===== src/pkg/acmp_pkg.sv =====
// Purpose: Constants and types of the three-comparator control block
// Assumes: 32-bit classic Wishbone register port, byte addresses
// Notes:   Control registers hold eight bits in the low byte of a word
package acmp_pkg;

    // ---------------------------------------------------------------
    // Sizes
    // ---------------------------------------------------------------
    localparam int ACMP_NUM = 3;
    localparam int ACMP_AW = 5;
    localparam int ACMP_DW = 32;

    // ---------------------------------------------------------------
    // Register byte offsets
    // ---------------------------------------------------------------
    localparam logic [ACMP_AW-1:0] ACMP_OFS_CTRL1 = 5'h00;
    localparam logic [ACMP_AW-1:0] ACMP_OFS_CTRL2 = 5'h04;
    localparam logic [ACMP_AW-1:0] ACMP_OFS_CTRL3 = 5'h08;
    localparam logic [ACMP_AW-1:0] ACMP_OFS_STAT = 5'h0C;
    localparam logic [ACMP_AW-1:0] ACMP_OFS_EVFLAG = 5'h10;
    localparam logic [ACMP_AW-1:0] ACMP_OFS_IRQST = 5'h14;
    localparam logic [ACMP_AW-1:0] ACMP_OFS_IRQMSK = 5'h18;

    // ---------------------------------------------------------------
    // Control register fields and reset value
    // ---------------------------------------------------------------
    localparam logic [7:0] ACMP_CTRL_RST = 8'h1F;

    localparam logic [1:0] ACMP_EV_OFF = 2'h0;
    localparam logic [1:0] ACMP_EV_RISE = 2'h1;
    localparam logic [1:0] ACMP_EV_FALL = 2'h2;
    localparam logic [1:0] ACMP_EV_ANY = 2'h3;

    localparam logic [1:0] ACMP_NSEL_DEF = 2'h0;
    localparam logic [1:0] ACMP_NSEL_C = 2'h1;
    localparam logic [1:0] ACMP_NSEL_B2 = 2'h2;
    localparam logic [1:0] ACMP_NSEL_BG = 2'h3;

    // Resolved negative-input route, one per comparator
    localparam logic [1:0] ACMP_ROUTE_B2 = 2'h0;
    localparam logic [1:0] ACMP_ROUTE_C = 2'h1;
    localparam logic [1:0] ACMP_ROUTE_D = 2'h2;
    localparam logic [1:0] ACMP_ROUTE_BG = 2'h3;

    // Index of comparator two, which defaults to its D pin
    localparam int ACMP_IDX_D = 1;

    typedef struct packed {
        logic enable;
        logic output_pin_enable;
        logic output_invert;
        logic [1:0] event_edge_select;
        logic noninverting_source_select;
        logic [1:0] inverting_input_select;
    } acmp_ctrl_t;

    // Analog front-end steering for one comparator
    typedef struct packed {
        logic enable;
        logic pos_ladder;
        logic [1:0] neg_route;
    } acmp_analog_t;

endpackage


===== src/acmp_ctrl.sv =====
// Purpose: Control, status and event logic for three analog comparators
// Assumes: Raw comparator outputs are asynchronous; Wishbone is synchronous
// Notes:   Analog muxes sit outside and are steered by analog_o
// Behaviour
// - Three comparators, separate control registers
// - Top control bit enables comparator
// - Pin enable drives result onto pin
// - Invert bit flips result everywhere used
// - Edge select picks rise, fall, any, none
// - Selecting any-change mode sets flag immediately
// - Positive input ladder reference or pin A
// - Negative input bandgap, B2, C, default
// - Default: comparators one, three B2; two D
// - Status low three bits, upper zero
// - Status one when adjusted result high
// - Raw output high when positive exceeds negative
// - Reset clears top three, sets lower five
// - Flag cleared by zero, set by one
// - Flag set regardless of interrupt enables
// - Edge detection uses polarity-adjusted output
// - Sleep keeps registers; enabled events wake
`timescale 1ns/100ps
module acmp_ctrl
    import acmp_pkg::*;
(
    input wire logic clk_i,                            // System clock
    input wire logic rst_i,                            // Sync reset, high
    input wire logic wb_cyc_i,                         // Bus cycle
    input wire logic wb_stb_i,                         // Bus strobe
    input wire logic wb_we_i,                          // Write
    input wire logic [ACMP_AW-1:0] wb_adr_i,           // Byte address
    input wire logic [ACMP_DW/8-1:0] wb_sel_i,         // Byte lanes
    input wire logic [ACMP_DW-1:0] wb_dat_i,           // Write data
    output logic [ACMP_DW-1:0] wb_dat_o,               // Read data
    output logic wb_ack_o,                             // Acknowledge
    input wire logic [ACMP_NUM-1:0] comparator_raw_i,  // Raw analog results
    input wire logic sleep_i,                          // Device in sleep
    output acmp_analog_t [ACMP_NUM-1:0] analog_o,      // Analog steering
    output logic [ACMP_NUM-1:0] result_pin_o,          // Pin output value
    output logic [ACMP_NUM-1:0] result_pin_oe_o,       // Pin driven
    output logic [ACMP_NUM-1:0] comparator_event_flag_o, // Event flags
    output logic wake_o,                               // Wake from sleep
    output logic irq_o                                 // Level interrupt
);

    // ---------------------------------------------------------------
    // Bus decode
    // ---------------------------------------------------------------
    logic ack_q;
    logic [ACMP_DW-1:0] rdat_q;
    logic [ACMP_DW-1:0] rdat_d;
    wire req = wb_cyc_i & wb_stb_i;
    wire wr_fire = req & ack_q & wb_we_i & wb_sel_i[0];
    wire [7:0] wbyte = wb_dat_i[7:0];
    wire hit_evflag = wb_adr_i == ACMP_OFS_EVFLAG;
    wire hit_irqst = wb_adr_i == ACMP_OFS_IRQST;
    wire hit_irqmsk = wb_adr_i == ACMP_OFS_IRQMSK;
    wire wr_evflag = wr_fire & hit_evflag;
    wire wr_irqst = wr_fire & hit_irqst;
    wire wr_irqmsk = wr_fire & hit_irqmsk;

    assign wb_ack_o = ack_q;
    assign wb_dat_o = rdat_q;

    // ---------------------------------------------------------------
    // Per-comparator state
    // ---------------------------------------------------------------
    acmp_ctrl_t ctrl_q [ACMP_NUM];
    logic [ACMP_NUM-1:0] sync1_q;
    logic [ACMP_NUM-1:0] sync2_q;
    logic [ACMP_NUM-1:0] adj_prev_q;
    logic [ACMP_NUM-1:0] adj;
    logic [ACMP_NUM-1:0] event_hit;
    logic [ACMP_NUM-1:0] evflag_q;
    logic [ACMP_NUM-1:0] evflag_d;
    logic [ACMP_NUM-1:0] irqst_q;
    logic [ACMP_NUM-1:0] irqmsk_q;
    logic [ACMP_NUM-1:0] pin_q;
    logic [ACMP_NUM-1:0] pin_oe_q;

    // ---------------------------------------------------------------
    // Synchroniser
    // ---------------------------------------------------------------
    always_ff @(posedge clk_i) begin
        sync1_q <= comparator_raw_i;
        sync2_q <= sync1_q;
    end

    genvar gi;
    generate
        for (gi = 0; gi < ACMP_NUM; gi++) begin : g_cmp
            localparam logic [ACMP_AW-1:0] OFS_STEP = ACMP_OFS_CTRL2 - ACMP_OFS_CTRL1;
            localparam logic [ACMP_AW-1:0] OFS = ACMP_OFS_CTRL1 + ACMP_AW'(gi) * OFS_STEP;
            wire wr_ctrl = wr_fire & (wb_adr_i == OFS);
            wire acmp_ctrl_t wr_val = acmp_ctrl_t'(wbyte);
            wire any_sel = wr_ctrl & (wr_val.event_edge_select == ACMP_EV_ANY);
            wire [1:0] es = ctrl_q[gi].event_edge_select;
            wire rise = adj[gi] & ~adj_prev_q[gi];
            wire fall = ~adj[gi] & adj_prev_q[gi];
            wire [1:0] dflt = (gi == ACMP_IDX_D) ? ACMP_ROUTE_D : ACMP_ROUTE_B2;
            logic [1:0] route;

            // Raw high means positive above negative; disabled reads low
            assign adj[gi] = ctrl_q[gi].enable & (sync2_q[gi] ^ ctrl_q[gi].output_invert);

            // Edge qualification on adjusted value; enables play no part
            assign event_hit[gi] = any_sel
                | ((es == ACMP_EV_RISE) & rise)
                | ((es == ACMP_EV_FALL) & fall)
                | ((es == ACMP_EV_ANY) & (rise | fall));

            always_comb begin
                case (ctrl_q[gi].inverting_input_select)
                    ACMP_NSEL_BG: route = ACMP_ROUTE_BG;
                    ACMP_NSEL_B2: route = ACMP_ROUTE_B2;
                    ACMP_NSEL_C: route = ACMP_ROUTE_C;
                    default: route = dflt;
                endcase
            end

            assign analog_o[gi].enable = ctrl_q[gi].enable;
            assign analog_o[gi].pos_ladder = ctrl_q[gi].noninverting_source_select;
            assign analog_o[gi].neg_route = route;

            // Set wins over clear: software zero, hardware event
            assign evflag_d[gi] = wr_evflag ? (wbyte[gi] | event_hit[gi])
                                            : (evflag_q[gi] | event_hit[gi]);

            // Sleep does not touch control contents
            always_ff @(posedge clk_i) begin
                if (rst_i) begin
                    ctrl_q[gi] <= acmp_ctrl_t'(ACMP_CTRL_RST);
                end else if (wr_ctrl) begin
                    ctrl_q[gi] <= wr_val;
                end
            end
        end
    endgenerate

    // ---------------------------------------------------------------
    // Flags, interrupt, pin
    // ---------------------------------------------------------------
    logic [ACMP_NUM-1:0] pin_en;
    logic [ACMP_NUM-1:0] en_vec;
    logic [ACMP_NUM-1:0] evsel_on;
    always_comb begin
        for (int i = 0; i < ACMP_NUM; i++) begin
            pin_en[i] = ctrl_q[i].output_pin_enable;
            en_vec[i] = ctrl_q[i].enable;
            evsel_on[i] = ctrl_q[i].event_edge_select != ACMP_EV_OFF;
        end
    end

    always_ff @(posedge clk_i) begin
        if (rst_i) begin
            adj_prev_q <= '0;
            evflag_q <= '0;
            irqst_q <= '0;
            irqmsk_q <= '0;
            pin_q <= '0;
            pin_oe_q <= '0;
        end else begin
            adj_prev_q <= adj;
            evflag_q <= evflag_d;
            irqst_q <= (irqst_q & ~(wr_irqst ? wbyte[ACMP_NUM-1:0] : '0)) | event_hit;
            if (wr_irqmsk) begin
                irqmsk_q <= wbyte[ACMP_NUM-1:0];
            end
            pin_q <= adj & pin_en;
            pin_oe_q <= pin_en;
        end
    end

    assign comparator_event_flag_o = evflag_q;
    assign result_pin_o = pin_q;
    assign result_pin_oe_o = pin_oe_q;
    assign irq_o = |(irqst_q & irqmsk_q);
    assign wake_o = sleep_i & |(evflag_q & en_vec & evsel_on);

    // ---------------------------------------------------------------
    // Read mux and acknowledge
    // ---------------------------------------------------------------
    always_comb begin
        rdat_d = '0;
        case (wb_adr_i)
            ACMP_OFS_CTRL1: rdat_d[7:0] = ctrl_q[0];
            ACMP_OFS_CTRL2: rdat_d[7:0] = ctrl_q[1];
            ACMP_OFS_CTRL3: rdat_d[7:0] = ctrl_q[2];
            ACMP_OFS_STAT: rdat_d[ACMP_NUM-1:0] = adj;
            ACMP_OFS_EVFLAG: rdat_d[ACMP_NUM-1:0] = evflag_q;
            ACMP_OFS_IRQST: rdat_d[ACMP_NUM-1:0] = irqst_q;
            ACMP_OFS_IRQMSK: rdat_d[ACMP_NUM-1:0] = irqmsk_q;
            default: rdat_d = '0;
        endcase
    end

    always_ff @(posedge clk_i) begin
        if (rst_i) begin
            ack_q <= 1'b0;
            rdat_q <= '0;
        end else begin
            ack_q <= req & ~ack_q;
            rdat_q <= rdat_d;
        end
    end

endmodule


===== config.mk =====
export PLATFORM = sky130hd
export DESIGN_NAME = acmp_ctrl
export DESIGN_NICKNAME = d
export VERILOG_FILES = /design/src/pkg/acmp_pkg.sv /design/src/acmp_ctrl.sv
export SDC_FILE = /design/constraint.sdc
export NUM_CORES = 1
export LEC_CHECK = 0
export BUFFER_PORTS_ARGS = -buffer_cell sky130_fd_sc_hd__buf_2
export CORE_UTILIZATION = 44
export DETAILED_ROUTE_END_ITERATION = 16
export PLACE_DENSITY = 0.74
export SYNTH_ARGS = -nofsm -noshare
export SYNTH_HDL_FRONTEND = slang
export SYNTH_SLANG_ARGS = --single-unit

===== constraint.sdc =====
create_clock -name clk_i -period 1.6 [get_ports clk_i]
set_input_delay 0.16 -clock clk_i [delete_from_list [all_inputs] [get_ports clk_i]]
set_output_delay 0.16 -clock clk_i [all_outputs]
set_load 0.1 [all_outputs]

# ---- Word level (Yosys, flattened, before mapping)
# Memories as Yosys holds them, arrays and structs flattened.
# Cells that the tools add are included.
# W data, S select, Z words.
dict set report classes {
  eq_ne 23
  n_mux 23
  bitwise 71
  reduce_logical 6
}
# op count
set ops {}
lappend ops {{$and A1 B1 Y1} 33}
lappend ops {{$mux W8} 3}
lappend ops {{$eq A2 B2 Y1 const B} 11}
lappend ops {{$or A1 B1 Y1} 21}
lappend ops {{$pmux W3 S7} 1}
lappend ops {{$and A3 B3 Y3} 5}
lappend ops {{$eq A5 B5 Y1 const B} 3}
lappend ops {{$pmux W5 S3} 1}
lappend ops {{$mux W1} 14}
lappend ops {{$eq A2 B1 Y1 const B} 6}
lappend ops {{$eq A5 B4 Y1 const B} 2}
lappend ops {{$pmux W2 S2} 2}
lappend ops {{$not A1 Y1} 7}
lappend ops {{$pmux W2 S3} 1}
lappend ops {{$reduce_bool A2 Y1} 3}
lappend ops {{$reduce_or A3 Y1} 2}
lappend ops {{$eq A5 B3 Y1 const B} 1}
lappend ops {{$logic_not A5 Y1} 1}
lappend ops {{$mux W3} 1}
lappend ops {{$not A3 Y3} 1}
lappend ops {{$or A3 B3 Y3} 1}
lappend ops {{$xor A1 B1 Y1} 3}
dict set report totals {
  regBits 57
  mem_bits_rw 24
  inputBits 50
  output_inout_bits 56
  word_cells 135
  mem_count 1
}
# memory depth width rd rd_clocked_by_memory_dff write_ports line
set memory_table {}
lappend memory_table {ctrl_q 3 8 3 0 3 acmp_ctrl.sv:68} ;# acmp_ctrl_t ctrl_q [ACMP_NUM];

# ---- Logic depth before layout (Yosys ltp)
dict set report depth {
  word_depth 11
  ltp_mapped 8
  depth_no_buf 8
}

# ---- Least setup slack after synthesis
# Ideal clock, no wire load.
dict set report synth_path {
  path_kind {flip-flop to output port}
  startpoint {register evflag_q[1], in the netlist comparator_event_flag_o[1]}
  endpoint {output wake_o}
  arrival_time_ps 2868
  required_time_ps 1440
  slack_ps -1428
  path_stages_with_launch 3
  path_buffers 0
  path_cell_list {dfxtp_1 > o211ai_1 > a31oi_1}
}
dict set report synth_via {
  elab_chain_len 4
}
# element line
set synth_lines {}
lappend synth_lines {{start, declared} acmp_ctrl.sv:74} ;# logic [ACMP_NUM-1:0] evflag_q;
lappend synth_lines {{start signal, assigned} acmp_ctrl.sv:164} ;# evflag_q <= evflag_d;
lappend synth_lines {{$and A3 B3 Y3 (2 in a row)} acmp_ctrl.sv:178} ;# assign wake_o = sleep_i & |(evflag_q & en_vec & evsel_on);
lappend synth_lines {{$reduce_or A3 Y1} acmp_ctrl.sv:178}
lappend synth_lines {{$and A1 B1 Y1} acmp_ctrl.sv:178}
lappend synth_lines {{end, declared} acmp_ctrl.sv:42} ;# output logic wake_o,
# Every way passes these cells.

==> summary.md <==
| Metric | Value |
|---|---|
| Crit-path cells | `xor2_2 -> nand2_2 -> ha_4 -> nand2b_4 -> a31oi_1 -> a31oi_1 -> a21oi_1` |
| First-pass GRT wire length | `about 9900 um` |
| Die Wd | `82.4 um` |
| Critical Path Most Common Cell | `a31oi_1` |
| Run status | `complete, but fails checks` |
| Post-synthesis sequential area ratio | `approximately half` |
| Synth Area per Inst | `10.2 sq um` |
| CTS buffer count | `9` |
| Crit path capture type | `flip-flop` |
| Cell Area, Synth | `2840 sq um` |
| Vias in the first global route | `1991` |
| R2R Setup Slk | `-0.09 ns` |
| # rows | `28` |
| #FFs+latches synth | `between 50 and 60` |
| Netlist cell types | `44` |
| Die footprint | `between 6000 and 7000 sq um` |
| Element type at the critical path start | `flip-flop` |
| Worst vdd ir | `619 uV` |
| Clk buf depth | `2` |
| Slowest Stage Delay on Critical Path | `approximately 0.44 ns` |
| Setup CP Type | `flip-flop to flip-flop` |
| Final instance area | `around 3700 sq um` |
| WP data arrival | `between 1.5 and 2 ns` |
| DP Area | `~3300 sq um` |
| Failing checks | `setup timing` |
| Layout cells sized above 1 | `40.3%` |
| Largest net degree at the start of global routing | `16` |
| Fin Clk Skew | `between 0.009 and 0.01 ns` |
| Syn Inst Count | `approximately 280` |
| Routed length per placed instance | `between 15 and 20 um` |
| CTS H-tree depth | `3` |
| Initial Util | `a little under half` |
| Setup-failing EPs final | `7` |
| Total gr overflow | `0` |
| Final Cycle Share | `106%` |
| Maximum fanout along the worst path | `3` |
| DR iter-0 viols | `roughly 170` |
| TritonRoute pass-1 iters | `4` |
| Tmin final | `around 1.7 ns` |
| Clock transition at path regs | `approximately 0.07 ns` |
| Synth area leaders | `edfxtp_1 25%, dfxtp_1 23%, buf_4 7.9%` |
| Synth top area share | `roughly 25%` |
| Endpoints failing hold | `0` |
| Async set-or-reset flop fraction in the synthesized netlist | `0%` |
| Clock Sinks | `57` |
| Worst path slowest cell | `edfxtp_1` |
| Max-cap violation count | `0` |
| Most used DFF post-synth | `dfxtp_1` |
| Overall Global Routing Usage | `between 20% and 30%` |
| Total Wirelength | `6710 um` |
| Largest area contributor in the netlist | `edfxtp_1` |
| Final worst slack | `-0.0895 ns` |
| Max Freq | `between 0.5 and 0.6 GHz` |
| Worst path buffer plus inverter count | `0` |
| Min-Delay Path Class | `primary input to flip-flop` |
| Clock Latency Late Sink | `about 0.34 ns` |
| Placer Congestion | `approximately 0.9` |
| Crit path max-delay family | `flip-flops` |
| Most frequent cells in the layout | `50 x buf_2, 30 x buf_4, 29 x dfxtp_1` |
| Antenna cells | `0` |
| HP Start | `wb_dat_i[1]` |
| Leakage power | `1.60 nW` |
| Max Slew Vio Count | `0` |
| Post-synth EDFFs | `24` |
| CTS tree | `yes` |
| DR vias | `2205` |
| Hold slack | `roughly 0.11 ns` |
| RR Startpoint | `ctrl_q[0][5]` |
| Root Buffer | `clkbuf_8` |
| DP Worst Slack | `-0.0815 ns` |
| # nets final | `around 420` |
| Vias/cell | `between 5 and 6` |
| Core Footprint | `slightly above 6000 sq um` |
| I/O Buffers | `54` |
| Critical path launch point | `ctrl_q[0][5]` |
| DRC viols | `0` |
| Ys Warns | `0` |
| Die Ht | `a little over 80 um` |
| Post-DRT Antenna Nets | `0` |
| P per Cell Area | `around 970 nW/um^2` |
| Worst EP required | `1.81 ns` |
| Initial antenna violation count | `0` |
| Power, Total | `between 3 and 4 mW` |
| Post-DP HPWL | `roughly 4800 um` |
| RSZ-0062 raised after global routing | `true` |
| Synth-to-layout area growth | `31.9%` |
| Most common cell after layout, fill and taps aside | `buf_2` |
| # IOs | `106` |
[worst register-to-register path: stages (launching register included)]
cell and delay [ns]:
edfxtp_1 0.44, xor2_2 0.20, nand2_2 0.11, ha_4 0.28, nand2b_4 0.10, a31oi_1 0.09, a31oi_1 0.25, a21oi_1 0.10
[flip-flops by register name, indices dropped and copies added (netlist names)]
register / flops
irqmsk_q: 3
result_pin_o: 3
wb_ack_o: 1
adj_prev_q: 3
irqst_q: 3
sync2_q: 3
ctrl_q: 24
comparator_event_flag_o: 3
wb_dat_o: 8
result_pin_oe_o: 3
sync1_q: 3
[per-stage QoR]
step | std cells | setup TNS [ns] | util [%]
3_3_place_gp | 410 | -0.0901 | 54.4
6_report | 440 | -0.358 | 61.8
4_1_cts | 434 | -0.265 | 59.1
2_1_floorplan | 301 | 0 | -
3_5_place_dp | 410 | -0.357 | 54.4
5_1_grt | 440 | -0.874 | 61.8
[routing by layer]
layer | track usage, % | share of wire (%) | up-vias
li1 | - | - | 1070
met1 | 26.8 | 44 | 1055
met2 | 33.1 | 48 | 72
met3 | 5.38 | 5.4 | 8
met4 | 9.47 | 1.8 | 0
met5 | 0 | 0 | -
[report_power, final]
| part | switching (mW) | leakage (nW) | total (mW) | internal (mW) |
|---|---|---|---|---|
| registers | 0.0277 | 0.475 | 1.58 | 1.55 |
| clock network | 0.597 | 0.0964 | 1.31 | 0.712 |
| logic | 0.569 | 1.03 | 0.738 | 0.170 |
[synth_stat cells (all sizes together), types with 5 or more instances]
cell / instances
a31oi: 5
nor2: 20
nor3: 7
ha: 8
and2: 11
mux2i: 15
edfxtp: 24
a21oi: 21
nand2b: 12
buf: 36
clkbuf: 6
o21ai: 6
inv: 15
nand2: 18
dfxtp: 33
[worst paths after layout]
kind                                     end  depth (start not counted)
hold reg to reg                   sync2_q[2]                          0
setup / recovery  comparator_event_flag_o[0]                          7
setup reg to reg  comparator_event_flag_o[0]                          7
hold / removal                   irqmsk_q[1]                          3
[timing repair]
action / 4_1_cts / 5_1_grt
pin swaps: 15 / 19
hold buffers: 3 / 0
endpoints found under the hold margin: 3 / 0
setup buffers: 6 / 7
setup endpoints to repair: 7 / 15
gates resized for setup: 6 / 25
[area by class of cell]
class,count,area (sq um)
clock buffer,10,128
clock inverter,6,58.8
fill,496,2310
inverter,15,56.3
multi-input combinational,187,1390
sequential,57,1400
tap,75,93.8
timing repair buffer,90,624
[kinds of logic (layout without fill, tap and decap cells)]
family                   count (synthesis)  count (layout)  synth area share (%)
XOR/XNOR                                 3               3                 0.925
multiplexers                            15              15                  5.28
buffers and inverters                   57             121                  12.0
AO/OA/AOI/OAI                           47              47                  10.6
other                                    1              24                 0.132
adder cells (fa/ha/maj)                  8               8                  3.52
flip-flops                              57              57                  48.6
AND/OR/NAND/NOR                         90              90                  19.0
No activity file was read; power rests on OpenSTA's default activity.
